**src/core/phynp_map.svh**
```systemverilog
`ifndef PHYNP_MAP_SVH
`define PHYNP_MAP_SVH
// ---------------------------------------------------------------
// register offsets
// ---------------------------------------------------------------
`define PHYNP_PARTNER_NP_OFS   5'h08
`define PHYNP_EXT_CTRL_OFS     5'h10
// ---------------------------------------------------------------
// partner next-page word fields
// ---------------------------------------------------------------
`define PHYNP_NP_MORE_BIT      15
`define PHYNP_NP_RSVD_BIT      14
`define PHYNP_NP_FMT_BIT       13
`define PHYNP_NP_COMPLY_BIT    12
`define PHYNP_NP_TOGGLE_BIT    11
`define PHYNP_BASE_TOGGLE_BIT  11
`define PHYNP_NP_RESET         16'h0000
// ---------------------------------------------------------------
// extended control fields
// ---------------------------------------------------------------
`define PHYNP_EC_OVR_BIT       15
`define PHYNP_EC_ADDR_HI       10
`define PHYNP_EC_ADDR_LO       6
`define PHYNP_EC_SCR_TEST_BIT  5
`define PHYNP_EC_NRZI_BIT      3
`define PHYNP_EC_BADCODE_BIT   2
`define PHYNP_EC_SCR_DIS_BIT   0
`define PHYNP_EC_SCR_TEST_RST  1'b0
`define PHYNP_EC_NRZI_RST      1'b1
`define PHYNP_EC_BADCODE_RST   1'b0
`define PHYNP_EC_SCR_DIS_RST   1'b0
`endif

```
**src/core/phynp_pkg.sv**
```systemverilog
package phynp_pkg;
  // management access request
  typedef struct packed {
    logic        wr;
    logic        rd;
    logic [4:0]  addr;
    logic [15:0] wdata;
  } phynp_mgmt_req_t;

  // decoded extended control settings
  typedef struct packed {
    logic scr_test;
    logic nrzi;
    logic bad_code;
    logic scr_dis;
  } phynp_ctrl_t;

  typedef enum logic [1:0] {
    PHYNP_NP_IDLE   = 2'b00,
    PHYNP_NP_ACTIVE = 2'b01
  } phynp_np_state_t;
endpackage

```
**src/core/phynp_regs.sv**
```systemverilog
//Contract
//- next-page flag bit 15: 0 last page, 1 more pages follow.
//- next-page words accepted only when partner also supports next pages.
//- reserved bit 14 of partner word always reads zero.
//- formatted-page flag bit 13: 0 unformatted, 1 message page.
//- can-comply flag bit 12: 0 cannot comply, 1 can comply.
//- toggle alternates per page; first equals inverse of base word bit 11.
//- bits 10:0 carry the 11-bit message or unformatted code.
//- override write enable bit 15 resets 0, self-clears after next write.
//- address bits 10:6 read-only, captured from strap pins at reset.
//- scrambler test mode bit 5, reset 0, 1 enters test mode.
//- setting scrambler test mode forces loss of descrambler lock.
//- bit 2 with tx error maps nibbles to test-pattern codes.
//- bit 0 reset 0, disables scrambler and descrambler when set.
`timescale 1ns/1ps
`default_nettype none
`include "phynp_map.svh"
module phynp_regs (
  input  wire logic                      mclk_i,
  input  wire logic                      rst_i,
  // management register port, same clock domain
  input  wire phynp_pkg::phynp_mgmt_req_t mgmt_req_i,
  output var  logic [15:0]               mgmt_rdata_o,
  // auto-negotiation page receive side
  input  wire logic                      partner_np_able_i,
  input  wire logic                      local_np_able_i,
  input  wire logic [15:0]               base_word_i,
  input  wire logic                      base_valid_i,
  input  wire logic                      page_valid_i,
  input  wire logic [15:0]               page_word_i,
  output logic                           page_accept_o,
  output logic                           page_toggle_err_o,
  // strap pins, asynchronous to mclk_i
  input  wire logic                      addr4_strap_pin_i,
  input  wire logic                      addr3_strap_pin_i,
  input  wire logic                      addr2_strap_pin_i,
  input  wire logic                      addr1_strap_pin_i,
  input  wire logic                      addr0_strap_pin_i,
  // control toward datapath
  input  wire logic                      tx_er_i,
  input  wire logic [3:0]                tx_nibble_i,
  output var  logic [4:0]                test_code_o,
  output logic                           use_test_code_o,
  output var  phynp_pkg::phynp_ctrl_t    ctrl_o,
  output var  logic                      force_unlock_o,
  output logic                           override_wr_en_o,
  output logic [4:0]                     phy_addr_o
);
  // ---------------------------------------------------------------
  // state
  // ---------------------------------------------------------------
  logic [15:0]               np_word_q;
  logic                      ovr_q;
  logic [4:0]                addr_q;
  logic                      strap_done_q;
  phynp_pkg::phynp_ctrl_t    ctrl_q;
  phynp_pkg::phynp_np_state_t np_st_q;
  logic                      exp_tog_q;
  logic [4:0]                strap_s;

  phynp_sync #(.W(5)) u_strap_sync (
    .mclk_i (mclk_i),
    .rst_i  (rst_i),
    .d_i    ({addr4_strap_pin_i, addr3_strap_pin_i, addr2_strap_pin_i,
              addr1_strap_pin_i, addr0_strap_pin_i}),
    .q_o    (strap_s)
  );

  // ---------------------------------------------------------------
  // decode
  // ---------------------------------------------------------------
  wire sel_np   = (mgmt_req_i.addr == `PHYNP_PARTNER_NP_OFS);
  wire sel_ec   = (mgmt_req_i.addr == `PHYNP_EXT_CTRL_OFS);
  wire wr_ec    = mgmt_req_i.wr && sel_ec;
  // partner word is read-only: writes to it are dropped
  wire np_ok    = partner_np_able_i && local_np_able_i;
  wire in_np    = (np_st_q == phynp_pkg::PHYNP_NP_ACTIVE);
  wire tog_ok   = (page_word_i[`PHYNP_NP_TOGGLE_BIT] == exp_tog_q);
  assign page_accept_o     = page_valid_i && np_ok && in_np && tog_ok;
  assign page_toggle_err_o = page_valid_i && np_ok && in_np && !tog_ok;

  wire [15:0] np_load = {page_word_i[`PHYNP_NP_MORE_BIT], 1'b0,
                         page_word_i[13:0]};
  // reserved extended bits read zero
  wire [15:0] ec_rd = {ovr_q, 4'h0, addr_q, ctrl_q.scr_test, 1'b0,
                       ctrl_q.nrzi, ctrl_q.bad_code, 1'b0, ctrl_q.scr_dis};
  wire [15:0] rd_mux = sel_np ? np_word_q : (sel_ec ? ec_rd : 16'h0000);

  assign override_wr_en_o = ovr_q;
  assign phy_addr_o       = addr_q;
  assign use_test_code_o  = ctrl_q.bad_code && tx_er_i;

  // ---------------------------------------------------------------
  // partner next-page capture
  // ---------------------------------------------------------------
  always_ff @(posedge mclk_i) begin
    if (rst_i) begin
      np_word_q <= `PHYNP_NP_RESET;
      np_st_q   <= phynp_pkg::PHYNP_NP_IDLE;
      exp_tog_q <= 1'b0;
    end else begin
      case (np_st_q)
        phynp_pkg::PHYNP_NP_IDLE: begin
          if (base_valid_i && np_ok) begin
            np_st_q   <= phynp_pkg::PHYNP_NP_ACTIVE;
            exp_tog_q <= ~base_word_i[`PHYNP_BASE_TOGGLE_BIT];
          end
        end
        phynp_pkg::PHYNP_NP_ACTIVE: begin
          if (!np_ok) begin
            np_st_q <= phynp_pkg::PHYNP_NP_IDLE;
          end else if (page_accept_o) begin
            np_word_q <= np_load;
            exp_tog_q <= ~exp_tog_q;
            if (!page_word_i[`PHYNP_NP_MORE_BIT]) begin
              np_st_q <= phynp_pkg::PHYNP_NP_IDLE;
            end
          end
        end
        default: np_st_q <= phynp_pkg::PHYNP_NP_IDLE;
      endcase
    end
  end

  // ---------------------------------------------------------------
  // extended control
  // ---------------------------------------------------------------
  // reserved write data is not stored; the other party keeps defaults
  always_ff @(posedge mclk_i) begin
    if (rst_i) begin
      ovr_q           <= 1'b0;
      ctrl_q.scr_test <= `PHYNP_EC_SCR_TEST_RST;
      ctrl_q.nrzi     <= `PHYNP_EC_NRZI_RST;
      ctrl_q.bad_code <= `PHYNP_EC_BADCODE_RST;
      ctrl_q.scr_dis  <= `PHYNP_EC_SCR_DIS_RST;
    end else if (mgmt_req_i.wr) begin
      // any write other than the one that sets it consumes the enable
      ovr_q <= wr_ec && mgmt_req_i.wdata[`PHYNP_EC_OVR_BIT];
      if (wr_ec) begin
        ctrl_q.scr_test <= mgmt_req_i.wdata[`PHYNP_EC_SCR_TEST_BIT];
        ctrl_q.nrzi     <= mgmt_req_i.wdata[`PHYNP_EC_NRZI_BIT];
        ctrl_q.bad_code <= mgmt_req_i.wdata[`PHYNP_EC_BADCODE_BIT];
        ctrl_q.scr_dis  <= mgmt_req_i.wdata[`PHYNP_EC_SCR_DIS_BIT];
      end
    end
  end

  // strap capture: the synchroniser output is only valid from the second edge after
  // release, so the sample is taken on the third
  logic [1:0] strap_wait_q;
  always_ff @(posedge mclk_i) begin
    if (rst_i) begin
      addr_q       <= 5'h00;
      strap_done_q <= 1'b0;
      strap_wait_q <= 2'b00;
    end else begin
      strap_wait_q <= {strap_wait_q[0], 1'b1};
      if (strap_wait_q[1] && !strap_done_q) begin
        addr_q       <= strap_s;
        strap_done_q <= 1'b1;
      end
    end
  end

  // ---------------------------------------------------------------
  // outputs from flops
  // ---------------------------------------------------------------
  logic [4:0] code_d;
  always_comb begin
    case (tx_nibble_i)
      4'h8:    code_d = 5'h00;
      4'h9:    code_d = 5'h0D;
      4'hA:    code_d = 5'h0C;
      4'hB:    code_d = 5'h11;
      4'hC:    code_d = 5'h10;
      4'hD:    code_d = 5'h19;
      4'hE:    code_d = 5'h18;
      4'hF:    code_d = 5'h1F;
      default: code_d = {1'b0, tx_nibble_i};
    endcase
  end

  always_ff @(posedge mclk_i) begin
    if (rst_i) begin
      mgmt_rdata_o   <= 16'h0000;
      test_code_o    <= 5'h00;
      ctrl_o         <= '0;
      force_unlock_o <= 1'b0;
    end else begin
      if (mgmt_req_i.rd) begin
        mgmt_rdata_o <= rd_mux;
      end
      test_code_o    <= code_d;
      ctrl_o         <= ctrl_q;
      force_unlock_o <= ctrl_q.scr_test;
    end
  end

  // ---------------------------------------------------------------
  // checks
  // ---------------------------------------------------------------
  property p_rsvd_zero;
    @(posedge mclk_i) disable iff (rst_i) !np_word_q[`PHYNP_NP_RSVD_BIT];
  endproperty
  a_rsvd_zero: assert property (p_rsvd_zero) else $error("reserved bit set");

  property p_np_load;
    @(posedge mclk_i) disable iff (rst_i)
      page_accept_o |=> (np_word_q[13:0] == $past(page_word_i[13:0]))
                        && (np_word_q[15] == $past(page_word_i[15]));
  endproperty
  a_np_load: assert property (p_np_load) else $error("page not loaded");

  property p_np_gate;
    @(posedge mclk_i) disable iff (rst_i)
      !np_ok |=> $stable(np_word_q);
  endproperty
  a_np_gate: assert property (p_np_gate) else $error("page taken without ability");

  property p_tog_alt;
    @(posedge mclk_i) disable iff (rst_i)
      page_accept_o |=> (exp_tog_q != $past(exp_tog_q));
  endproperty
  a_tog_alt: assert property (p_tog_alt) else $error("toggle did not alternate");

  property p_ovr_clr;
    @(posedge mclk_i) disable iff (rst_i)
      ovr_q && mgmt_req_i.wr && !wr_ec |=> !ovr_q;
  endproperty
  a_ovr_clr: assert property (p_ovr_clr) else $error("override not self-cleared");

  property p_unlock;
    @(posedge mclk_i) disable iff (rst_i)
      wr_ec && mgmt_req_i.wdata[`PHYNP_EC_SCR_TEST_BIT] |=> ##1 force_unlock_o;
  endproperty
  a_unlock: assert property (p_unlock) else $error("lock not forced off");

  property p_addr_hold;
    @(posedge mclk_i) disable iff (rst_i)
      strap_done_q |=> $stable(addr_q);
  endproperty
  a_addr_hold: assert property (p_addr_hold) else $error("address changed");

  property p_nrzi_wr;
    @(posedge mclk_i) disable iff (rst_i)
      wr_ec |=> ##1 (ctrl_o.nrzi == $past(mgmt_req_i.wdata[`PHYNP_EC_NRZI_BIT], 2))
                    && (ctrl_o.scr_dis == $past(mgmt_req_i.wdata[`PHYNP_EC_SCR_DIS_BIT], 2));
  endproperty
  a_nrzi_wr: assert property (p_nrzi_wr) else $error("control bit not applied");

  property p_test_use;
    @(posedge mclk_i) disable iff (rst_i)
      use_test_code_o |-> ctrl_q.bad_code && tx_er_i;
  endproperty
  a_test_use: assert property (p_test_use) else $error("test code without enable");

  property p_low_code;
    @(posedge mclk_i) disable iff (rst_i)
      !tx_nibble_i[3] |=> (test_code_o == {1'b0, $past(tx_nibble_i)});
  endproperty
  a_low_code: assert property (p_low_code) else $error("low nibble code wrong");

  property p_k_code;
    @(posedge mclk_i) disable iff (rst_i)
      (tx_nibble_i == 4'hB) |=> (test_code_o == 5'h11);
  endproperty
  a_k_code: assert property (p_k_code) else $error("nibble B code wrong");

  property p_rd_np;
    @(posedge mclk_i) disable iff (rst_i)
      mgmt_req_i.rd && sel_np |=> (mgmt_rdata_o == $past(np_word_q));
  endproperty
  a_rd_np: assert property (p_rd_np) else $error("partner word read wrong");

  property p_rd_addr;
    @(posedge mclk_i) disable iff (rst_i)
      mgmt_req_i.rd && sel_ec && strap_done_q
        |=> (mgmt_rdata_o[`PHYNP_EC_ADDR_HI:`PHYNP_EC_ADDR_LO] == phy_addr_o);
  endproperty
  a_rd_addr: assert property (p_rd_addr) else $error("address field read wrong");

  property p_ovr_set;
    @(posedge mclk_i) disable iff (rst_i)
      wr_ec && mgmt_req_i.wdata[`PHYNP_EC_OVR_BIT] |=> ovr_q;
  endproperty
  a_ovr_set: assert property (p_ovr_set) else $error("override not set");

  property p_unlock_off;
    @(posedge mclk_i) disable iff (rst_i)
      !ctrl_q.scr_test |=> !force_unlock_o;
  endproperty
  a_unlock_off: assert property (p_unlock_off) else $error("lock forced off in normal mode");

  property p_terr_keep;
    @(posedge mclk_i) disable iff (rst_i)
      page_toggle_err_o |=> $stable(np_word_q);
  endproperty
  a_terr_keep: assert property (p_terr_keep) else $error("mistoggled page stored");

  property p_exch_end;
    @(posedge mclk_i) disable iff (rst_i)
      page_accept_o && !page_word_i[`PHYNP_NP_MORE_BIT] |=> !in_np;
  endproperty
  a_exch_end: assert property (p_exch_end) else $error("exchange kept after last page");

  property p_more_stay;
    @(posedge mclk_i) disable iff (rst_i)
      page_accept_o && page_word_i[`PHYNP_NP_MORE_BIT] |=> in_np;
  endproperty
  a_more_stay: assert property (p_more_stay) else $error("exchange left with pages pending");

  property p_addr_cap;
    @(posedge mclk_i) disable iff (rst_i)
      $rose(strap_done_q) |-> (addr_q == $past(strap_s));
  endproperty
  a_addr_cap: assert property (p_addr_cap) else $error("strap address not captured");
endmodule
`default_nettype wire

```
**src/core/phynp_sync.sv**
```systemverilog
`timescale 1ns/1ps
`default_nettype none
// two-stage synchroniser for pin levels
module phynp_sync #(
  parameter int W = 1
) (
  input  wire logic         mclk_i,
  input  wire logic         rst_i,
  input  wire logic [W-1:0] d_i,
  output var  logic [W-1:0] q_o
);
  logic [W-1:0] meta_q;

  always_ff @(posedge mclk_i) begin
    if (rst_i) begin
      meta_q <= '0;
      q_o    <= '0;
    end else begin
      meta_q <= d_i;
      q_o    <= meta_q;
    end
  end
endmodule
`default_nettype wire

```
**config.mk**
```make
export PLATFORM = sky130hd
export DESIGN_NAME = phynp_regs
export DESIGN_NICKNAME = d
export VERILOG_FILES = /design/src/core/phynp_pkg.sv /design/src/core/phynp_regs.sv /design/src/core/phynp_sync.sv
export VERILOG_INCLUDE_DIRS = /design/src /design/src/core
export SDC_FILE = /design/constraint.sdc
export NUM_CORES = 1
export LEC_CHECK = 0
export BUFFER_PORTS_ARGS = -buffer_cell sky130_fd_sc_hd__buf_2
export CORE_ASPECT_RATIO = 1.25
export CORE_MARGIN = 2
export CORE_UTILIZATION = 47
export CTS_CLUSTER_SIZE = 40
export DETAILED_ROUTE_END_ITERATION = 10
export PLACE_DENSITY = 0.83
export SYNTH_ARGS = -nofsm -noshare
export SYNTH_HDL_FRONTEND = slang
export SYNTH_SLANG_ARGS = --single-unit
```
**constraint.sdc**
```tcl
create_clock -name mclk_i -period 1.74 [get_ports mclk_i]
set_input_delay 0.348 -clock mclk_i [delete_from_list [all_inputs] [get_ports mclk_i]]
set_output_delay 0.348 -clock mclk_i [all_outputs]
set_load 0.02 [all_outputs]
```
==> run metrics, run 1 <==
M1 GR Usage 21.9%; max_cap viols 0; worst-path cell chain nand4_2, nor2_1, buf_2; drt pass-1 iters 4; initial antenna violation count 0; initial core utilization between 40% and 50%; Crit. End Element output pin; reg2reg end phy_addr_o[4]; gr ovfl total 0; layout cells sized above 1 34.7%; CTS Hold Bufs 0; post-synth top area cell dfxtp_1; Die ar. about 6100 sq um; Cell variety after synth between 40 and 50; flops & latches, synth 64; largest net degree at the start of global routing 31; nets 412; 1st-iter DRT viols 88; Post-Syn Area per Cell approximately 10 sq um; critical path's top delay family flip-flops; clock buffer depth 2; final wirelength around 5500 um; Worst Hold Class input pin to flop; syn_nets between 300 and 400; CTS tree yes; endpoints failing hold 0; met2 Use GR 31.5%; Leak Pwr approximately 1.3 nW; CP required approximately 1400 ps; post-CTS setup-driven buffer insertion count 0; clk_lat worst skew about 330 ps; die height 86.7 um; Vias about 2200; top-area cell type share of the netlist area around half; slew margin rel. about 61%; crit path DAT roughly 1300 ps; Final ANT Viol Nets 0; r2r setup slk between 400 and 500 ps; Buffers & Inverters on Critical Path 1; GP Congestion 0.805; Worst Skew between 5 and 6 ps; synth warn 0; cells after synthesis between 200 and 300; vias in the first global route 2077; DR DRC count 0; asr flop ratio synth 0%; synth top area cells dfxtp_1 50%, nand3_1 6.8%, nor2b_1 5.6%; slowest cell delay on critical path ~440 ps; area grow syn2layout 22.3%; Core ar. roughly 5400 sq um; Hold Crit Endpoint u_strap_sync.meta_q[1]; Cell Area, Synth ~2600 sq um; CTS buffer count 9; worst-path fanout max 7; TNS Setup 0 ps; peak supply drop between 500 and 600 uV; Worst R2R Start strap_wait_q[1]; hpwl dp between 4000 and 5000 um; CP Launch Type flop; H-tree depth 3; DIE WIDTH 70.2 um; Tcrit/Tclk final a little over nine tenths; Core Rows 30; sequential area share after synthesis approximately 50%; vias per cell between 5 and 6; global-route track usage on met3 roughly 8%; CTS root buffer clkbuf_8; IO buf count 77; Worst Reg2Reg Path Length in Cells 3; number of enable flip-flop cells after synthesis 0; fin crit period 1630 ps; post-cts resize count 0; CP max stage cell dfxtp_1; first-pass GRT wire length a little over 9000 um; fin. max-slew vios 0; DP Cell Count a little under 400; maximum clock rate 614 MHz; hold wc startpoint addr1_strap_pin_i; Worst Tran Pin Value about 590 ps; number of diodes 0; most frequent cells after synthesis 64 x dfxtp_1, 35 x nand3_1, 23 x nor2_1, 23 x nor2b_1, 15 x a21oi_1; Sink Count between 60 and 70; Finished Layout Cells approximately 400; Worst Hold Depth 2; grt peak-use layer met2; drt wl/cell roughly 13 um; count leader, synth dfxtp_1; critical path class flop to output pin; Ports between 100 and 150; status finished, final reports clean; GR Util All Layers roughly a fifth; Final setup viols 0; RSZ-0062 raised after global routing false; Reg clk slew, reported paths 60 ps; Primary FF master, synth dfxtp_1; worst hold slack between 200 and 250 ps; P per Cell Area 970 nW/um^2
-- cells by family after synthesis --
group | Yosys count | synth area share (%)
flip-flops | 64 | 49.8
XOR/XNOR | 2 | 1.27
buffers and inverters | 24 | 7.06
multiplexers | 10 | 4.09
AND/OR/NAND/NOR | 108 | 22.9
AO/OA/AOI/OAI | 55 | 14.7
other | 1 | 0.146
-- state kept, by name, summed over array words and instances, names as in the netlist, 2 cells and up --
signal	flops
phy_addr_o	5
strap_wait_q	2
ctrl_q	4
test_code_o	5
mgmt_rdata_o	15
np_word_q	15
ctrl_o	3
u_strap_sync.q_o	5
u_strap_sync.meta_q	5
-- placed cells by master (no fill, tap or decap), types with 2 or more instances in the layout --
cell,n
nand3_1,35
mux2i_1,6
o21ai_2,4
nor2b_1,23
a21oi_1,15
mux2_2,3
nand2b_1,6
buf_4,11
a31oi_1,3
buf_2,77
nor2_1,23
inv_1,2
clkinv_2,2
clkbuf_8,11
nand4_1,6
nand2_1,4
o21ai_1,4
o21ai_0,8
dfxtp_1,64
a21oi_2,6
a311oi_1,9
clkbuf_1,2
and2_1,2
-- power by group --
part	leakage, nW	total, W	internal [W]	switching (W)
Clock	0.103	0.00126	0.000736	0.000521
Combinational	0.675	0.000271	0.000108	0.000163
Sequential	0.522	0.00152	0.00150	0.0000180
-- per-layer routing --
layer,vias to the layer above,wire (um)
li1,1085,-
met1,1002,2340
met2,71,2640
met3,11,414
met4,0,120
met5,-,0
-- cell type report --
cell class                      instances  area [sq um]
Sequential cell                        64          1280
Clock buffer                           13           159
Inverter                                2          7.51
Fill cell                             488          2220
Tap cell                               64          80.1
Clock inverter                          3          40.0
Timing Repair Buffer                   88           468
Multi-Input combinational cell        176          1110
-- per-stage QoR --
stage | util [%] | worst slack, ps | total power (W) | instance area (sq um)
6_report | 58.6 | 111 | 0.00305 | 3140
4_1_cts | 58.6 | 92.2 | 0.00308 | 3140
3_3_place_gp | 54.9 | 330 | 0.00182 | 2950
3_5_place_dp | 54.9 | 282 | 0.00183 | 2950
2_1_floorplan | - | 257 | 0.00172 | 2570
5_1_grt | 58.6 | 14.7 | 0.00318 | 3140
-- worst max path at each step --
stage                         from              end  slack (ps)  depth (start not counted)
floorplan               np_st_q[0]    page_accept_o         260                          3
global placement    mgmt_req_i[17]        ctrl_q[3]         330                          4
detailed placement  mgmt_req_i[17]  mgmt_rdata_o[3]         280                          5
CTS                     np_st_q[0]    page_accept_o          90                          3
global route            np_st_q[0]    page_accept_o          10                          3
finish                  np_st_q[0]    page_accept_o         110                          3
No activity file was read; power rests on OpenSTA's default activity.
==> run 2, diff against run 1 <==
Clock period 1.74 ns to 1.5 ns, I/O delays scaled along.
==> run 2 against run 1 <==
Effect of this change: clock power rose by 41%; count of clock-buffer cells in the layout fell by 4; register-to-register slack got worse by 150 ps; global-route usage rose by 0.68 points; cell area rose by 3.9%; combinational power rose by 23%; core utilization rose by 2.3 points; hold slack got worse by 61 ps; worst setup slack got worse by 74 ps; via count rose by 1.1%; critical endpoint unchanged; non-clock buffer count rose by 4; flip-flop and latch count did not move.
==> run metrics, run 2 (synthesis gave the netlist of run 1 again) <==
status finished, final reports clean; CP max stage cell dfxtp_4; Sequential cell area 1290 sq um (+0.59%); Crit. End Element output pin; Ports 106 (unchanged); DP Cell Count 396 (+0.51%); Worst Reg2Reg Path Length in Cells 4 (+1); WP depth 3 (unchanged); layout cells sized above 1 36.9% (+2.2 points); 1st-iter DRT viols 130 (+48%); Sink Count 64 (unchanged); area grow syn2layout 27.0%; commonest non-fill, non-tap cell in the layout buf_2; Final setup viols 0 (unchanged); critical path's top delay family flip-flops; fin. max-slew vios 0 (unchanged); fin crit period ~1500 ps; Final ANT Viol Nets 0 (unchanged); worst-path cell chain xor2_4, nor2_2, buf_4; RSZ-0062 raised after global routing true; P per Cell Area 1190 nW/um^2 (+22%); clk_lat worst skew 340 ps (about the same); CTS root buffer clkbuf_8; worst-path fanout max 5 (-2); vias in the first global route 2143 (+3.2%); Buffers & Inverters on Critical Path 1 (unchanged); initial core utilization 47.9% (unchanged); Core ar. 5370 sq um (unchanged); H-tree depth 3 (unchanged); final wirelength 5770 um (+4.5%); Core Rows 30 (unchanged); Tcrit/Tclk final 97.6%; gr ovfl total 0 (unchanged); peak supply drop 605 uV (+9.7%); endpoints failing hold 0 (unchanged); hpwl dp 3980 um (-1.5%); maximum clock rate slightly below 700 MHz; IO buf count 77 (unchanged); slowest cell delay on critical path 420 ps (-20 ps); GR Util All Layers 20.0% (+0.68 points); max_cap viols 0 (unchanged); Finished Layout Cells 414 (+0.98%); CTS buffer count 9 (unchanged); DIE WIDTH 70.2 um (unchanged); GP Congestion 0.791 (-1.7%); DR DRC count 0 (unchanged); CP required 1200 ps (-190 ps); first-pass GRT wire length 9540 um (+3.2%); Leak Pwr 1.34 nW (+3.2%); number of diodes 0 (unchanged); CTS tree yes; Final Util 60.8% (+2.3 points); die height 86.7 um (unchanged); drt wl/cell 13.9 um (+3.5%); Worst Hold Class input pin to flop; Largest regs mgmt_rdata_o x15, np_word_q x15; initial antenna violation count 0 (unchanged); vias per cell 5.29 (about the same); Vias 2192 (+1.1%); critical path class flop to output pin; Die ar. 6080 sq um (unchanged); drt pass-1 iters 4 (unchanged); Reg clk slew, reported paths 70 ps (about the same); CP Launch Type flop; area occupied by multi-input gates 1140 sq um (+3.0%); largest net degree at the start of global routing 31 (unchanged); clock buffer depth 2 (unchanged); nets 416 (+0.97%); Worst Hold Depth 2 (unchanged); crit path DAT 1160 ps (-120 ps); # fillers 474 (-2.9%); most frequent cells in the layout 75 x buf_2, 62 x dfxtp_1, 35 x nand3_1, 23 x nor2b_1, 22 x nor2_1; Worst Skew 10.4 ps (+4.81 ps)
run 2: path summary, 6_finish.rpt:
kind	start	end	slack [ps]
hold reg to reg	u_strap_sync.meta_q[4]	u_strap_sync.q_o[4]	430
setup reg to reg	exp_tog_q	np_word_q[4]	320
setup / recovery	exp_tog_q	page_accept_o	40
hold / removal	addr1_strap_pin_i	u_strap_sync.meta_q[1]	160
run 2: where the power goes:
| group | leakage (nW) | switching [W] | internal, W | total [W] |
|---|---|---|---|---|
| combinational | 0.700 | 0.000197 | 0.000137 | 0.000334 |
| clock | 0.119 | 0.000677 | 0.00111 | 0.00178 |
| sequential | 0.524 | 0.0000212 | 0.00174 | 0.00176 |
run 2: layer usage:
metal	part of all wire [%]	track usage, %	vias to the layer above
li1	-	-	1094
met1	42	23.2	1008
met2	49	33.0	81
met3	7.2	7.67	9
met4	2.0	8.74	0
met5	0	0	-
run 2: stage by stage:
step	worst slack [ps]	TNS [ps]	hold slack, ps	power [W]	cell area (sq um)
5_1_grt	-3.17	-5.19	154	0.00403	3270
2_1_floorplan	64.9	0	379	0.00200	2570
3_5_place_dp	72.3	0	428	0.00212	2960
3_3_place_gp	140	0	418	0.00211	2960
4_1_cts	1.89	0	149	0.00390	3230
6_report	36.4	0	157	0.00388	3270
run 2: worst register-to-register path, stage by stage (launching register included):
cell and delay [ps]:
dfxtp_4 420, xor2_4 200, buf_4 240, o21ai_0 100
a21oi_1 150
run 2: repair_timing:
| item | CTS | global route |
|---|---|---|
| setup endpoints to repair | 2 | 2 |
| hold endpoints to repair | 0 | 0 |
| pin swaps | 0 | 0 |
| gates resized for setup | 5 | 5 |
| buffers inserted | 0 | 2 |
| hold buffers | 0 | 0 |
run 2: area by class of cell:
cell class,count,area share (%)
repair buffers,92,15.4
multi-input cells,176,35.0
clock inverters,7,3.68
clock buffers,9,3.79
well taps,64,2.45
flip-flops and latches,64,39.5
inverters,2,0.230
==> run 3, diff against run 2 <==
Settings changed: CORE_UTILIZATION 47 to 43, PLACE_DENSITY 0.83 to 0.81, SYNTH_HIERARCHICAL from default to 1.
Clock period 1.5 ns to 1.2 ns, I/O delays scaled along.
==> run 3 against run 2 <==
Effect of this change: the run now ends with setup timing left; sequential power is 25% higher; hold slack worse by 57 ps; core utilization up 2.1 points; global-route usage decreased by 0.73 points; clock skew down 3.3 ps; sequential share of layout area down 4.0 points; worst setup slack worse by 300 ps; count of clock-buffer cells in the layout up 1; combinational power increased by 55%; clock power is 18% higher; critical path type unchanged; largest cell class unchanged; largest power group is now registers.
==> run metrics, run 3 <==
status finished with violations; failing checks setup timing; first-pass GRT wire length 9880 um (+3.5%); IO buf count 77 (unchanged); Worst Skew 7.13 ps (-3.27 ps); CP startpoint exp_tog_q; CP Launch Type flop; Worst R2R Start exp_tog_q; critical path class flop to output pin; Ports 106 (unchanged); RSZ-0062 raised after global routing true; clk_lat worst skew 340 ps (about the same); Vias 2305 (+5.2%); most frequent cells in the layout 74 x buf_2, 61 x dfxtp_1, 34 x nand3_1, 24 x nor2b_1, 21 x nor2_1; flops & latches, synth 64 (unchanged); Die ar. 6620 sq um (+8.9%); Worst Hold Class input pin to flop; area grow syn2layout 41.3%; CTS Hold Bufs 0 (unchanged); reg2reg end np_word_q[13]; DR DRC count 0 (unchanged); CP max stage cell dfxtp_4; syn_nets 334 (-0.30%); area occupied by multi-input gates 1290 sq um (+13%); largest net degree at the start of global routing 27 (-13%); gr ovfl total 0 (unchanged); Buffers & Inverters on Critical Path 2 (+1); die height 90.5 um (+4.4%); Largest regs mgmt_rdata_o x15, np_word_q x15; Finished Layout Cells 431 (+4.1%); P per Cell Area 1330 nW/um^2 (+12%); # fillers 469 (-1.1%); most frequent cells after synthesis 64 x dfxtp_1, 35 x nand3_1, 24 x nor2b_1; Final WS setup -268 ps (-304 ps); top-area cell type share of the netlist area 49.8% (about the same); synth warn 6 (+6); Cell Area, Synth 2570 sq um (about the same); CTS tree yes; worst-path cell chain xnor2_2, buf_4, nor2_4, buf_6; 1st-iter DRT viols 118 (-9.2%); DP Cell Count 405 (+2.3%); number of diodes 0 (unchanged); fin crit period 1470 ps; synth top area cells dfxtp_1 50%, nand3_1 6.8%, nor2b_1 5.8%; H-tree depth 3 (unchanged); sequential area share after synthesis 49.8% (about the same); worst slack, placed -137 ps (-209 ps); Cell variety after synth 41 (-2.4%); GR Util All Layers 19.3% (-0.73 points); drt wl/cell 14.9 um (+6.7%); max_cap viols 0 (unchanged); Reg clk slew, reported paths 70 ps (about the same); drt pass-1 iters 4 (unchanged); WP depth 4 (+1); critical path's top delay family flip-flops; Worst Reg2Reg Path Length in Cells 6 (+2); Core ar. 5780 sq um (+7.7%); initial antenna violation count 0 (unchanged); CTS buffer count 9 (unchanged); peak supply drop 606 uV (+0.18%); cells after synthesis 263 (-0.38%); post-synth top area cell dfxtp_1; Final setup viols 17 (+17); Crit. End Element output pin; layout cells sized above 1 45.5% (+8.6 points); crit path DAT 1230 ps (+70 ps); Primary FF master, synth dfxtp_1; Leak Pwr 1.46 nW (+8.8%); worst-path fanout max 3 (-2); Tcrit/Tclk final 122%; Sink Count 64 (unchanged); final wirelength 6410 um (+11%); DIE WIDTH 73.2 um (+4.3%); count leader, synth dfxtp_1; commonest non-fill, non-tap cell in the layout buf_2; Post-Syn Area per Cell 9.79 sq um (+0.48%); r2r setup slk -80 ps (-400 ps); endpoints failing hold 0 (unchanged); vias per cell 5.35 (+1.0%); initial core utilization 44.5% (-3.4 points); maximum clock rate between 600 and 700 MHz; vias in the first global route 2275 (+6.2%); clock buffer depth 2 (unchanged); Sequential cell area 1290 sq um (about the same); CP required 960 ps (-240 ps); Final ANT Viol Nets 0 (unchanged); number of enable flip-flop cells after synthesis 0 (unchanged); CP Capture Point page_toggle_err_o; CTS root buffer clkbuf_8; slowest cell delay on critical path 370 ps (-50 ps); GP Congestion 0.797 (+0.76%); hpwl dp 4240 um (+6.6%); asr flop ratio synth 0% (unchanged); nets 431 (+3.6%); fin. max-slew vios 0 (unchanged); Core Rows 31 (+3.3%)
[run 3: cell types whose count changed after synthesis, sizes merged]
cell | previous run | this run
clkbuf | 12 | 5
and2b | 1 | 0
nor2b | 23 | 24
buf | 10 | 16
[run 3: how the worst min path moves through the flow]
stage	startpoint	endpoint	slack [ps]	depth (start not counted)
floorplan	rst_i	u_strap_sync/meta_q[0]	310	1
global placement	u_strap_sync/meta_q[0]	u_strap_sync/q_o[0]	420	1
detailed placement	strap_wait_q[0]	strap_wait_q[1]	430	1
CTS	addr3_strap_pin_i	u_strap_sync/meta_q[3]	90	2
global route	addr0_strap_pin_i	u_strap_sync/meta_q[0]	110	2
finish	addr3_strap_pin_i	u_strap_sync/meta_q[3]	100	2
[run 3: power breakdown]
group          internal [W]  total (W)  switching (W)
Sequential          0.00218    0.00220      0.0000242
Clock               0.00123    0.00210       0.000868
Combinational      0.000234   0.000518       0.000285
[run 3: area by class of cell]
| class | count | area share, % |
|---|---|---|
| Tap cell | 66 | 2.27 |
| Timing Repair Buffer | 107 | 20.3 |
| Sequential cell | 64 | 35.5 |
| Multi-Input combinational cell | 176 | 35.4 |
| Inverter | 2 | 0.206 |
| Clock buffer | 10 | 3.79 |
| Clock inverter | 6 | 2.51 |
[run 3: timing repair]
action | CTS | global route
buffers inserted | 7 | 2
cloned | 0 | 2
gates resized for setup | 25 | 16
pin swaps | 1 | 4
setup endpoints to repair | 18 | 20
hold endpoints to repair | 0 | 0
[run 3: layer usage]
metal / global-route usage (%) / wire (um) / vias to the layer above
met2: 33.7 / 3410 / 78
met3: 6.03 / 409 / 17
met5: 0 / 0 / -
li1: - / - / 1128
met4: 10.0 / 184 / 0
met1: 19.9 / 2400 / 1082
[run 3: metrics by stage]
step / area [sq um] / setup TNS [ps] / power [W] / hold WS, ps / util [%]
final: 3640 / -1080 / 0.00482 / 99.5 / 62.9
after CTS: 3500 / -1040 / 0.00481 / 91.3 / 60.5
after detailed placement: 3130 / -2290 / 0.00270 / 427 / 54.1
after global routing: 3640 / -1700 / 0.00498 / 106 / 62.9
after floorplan: 2600 / -300 / 0.00250 / 312 / -
after global placement: 3130 / -1230 / 0.00269 / 418 / 54.1
[run 3: cells by family (layout without fill, tap and decap cells)]
| logic type | count (synthesis) | in the layout | share of synthesized area [%] |
|---|---|---|---|
| compound gates | 55 | 55 | 16.1 |
| xor+xnor | 2 | 2 | 1.26 |
| buf+inv | 23 | 125 | 5.49 |
| flops | 64 | 64 | 49.8 |
| mux | 10 | 10 | 4.08 |
| other cells | 1 | 1 | 0.146 |
| simple gates | 108 | 108 | 23.1 |
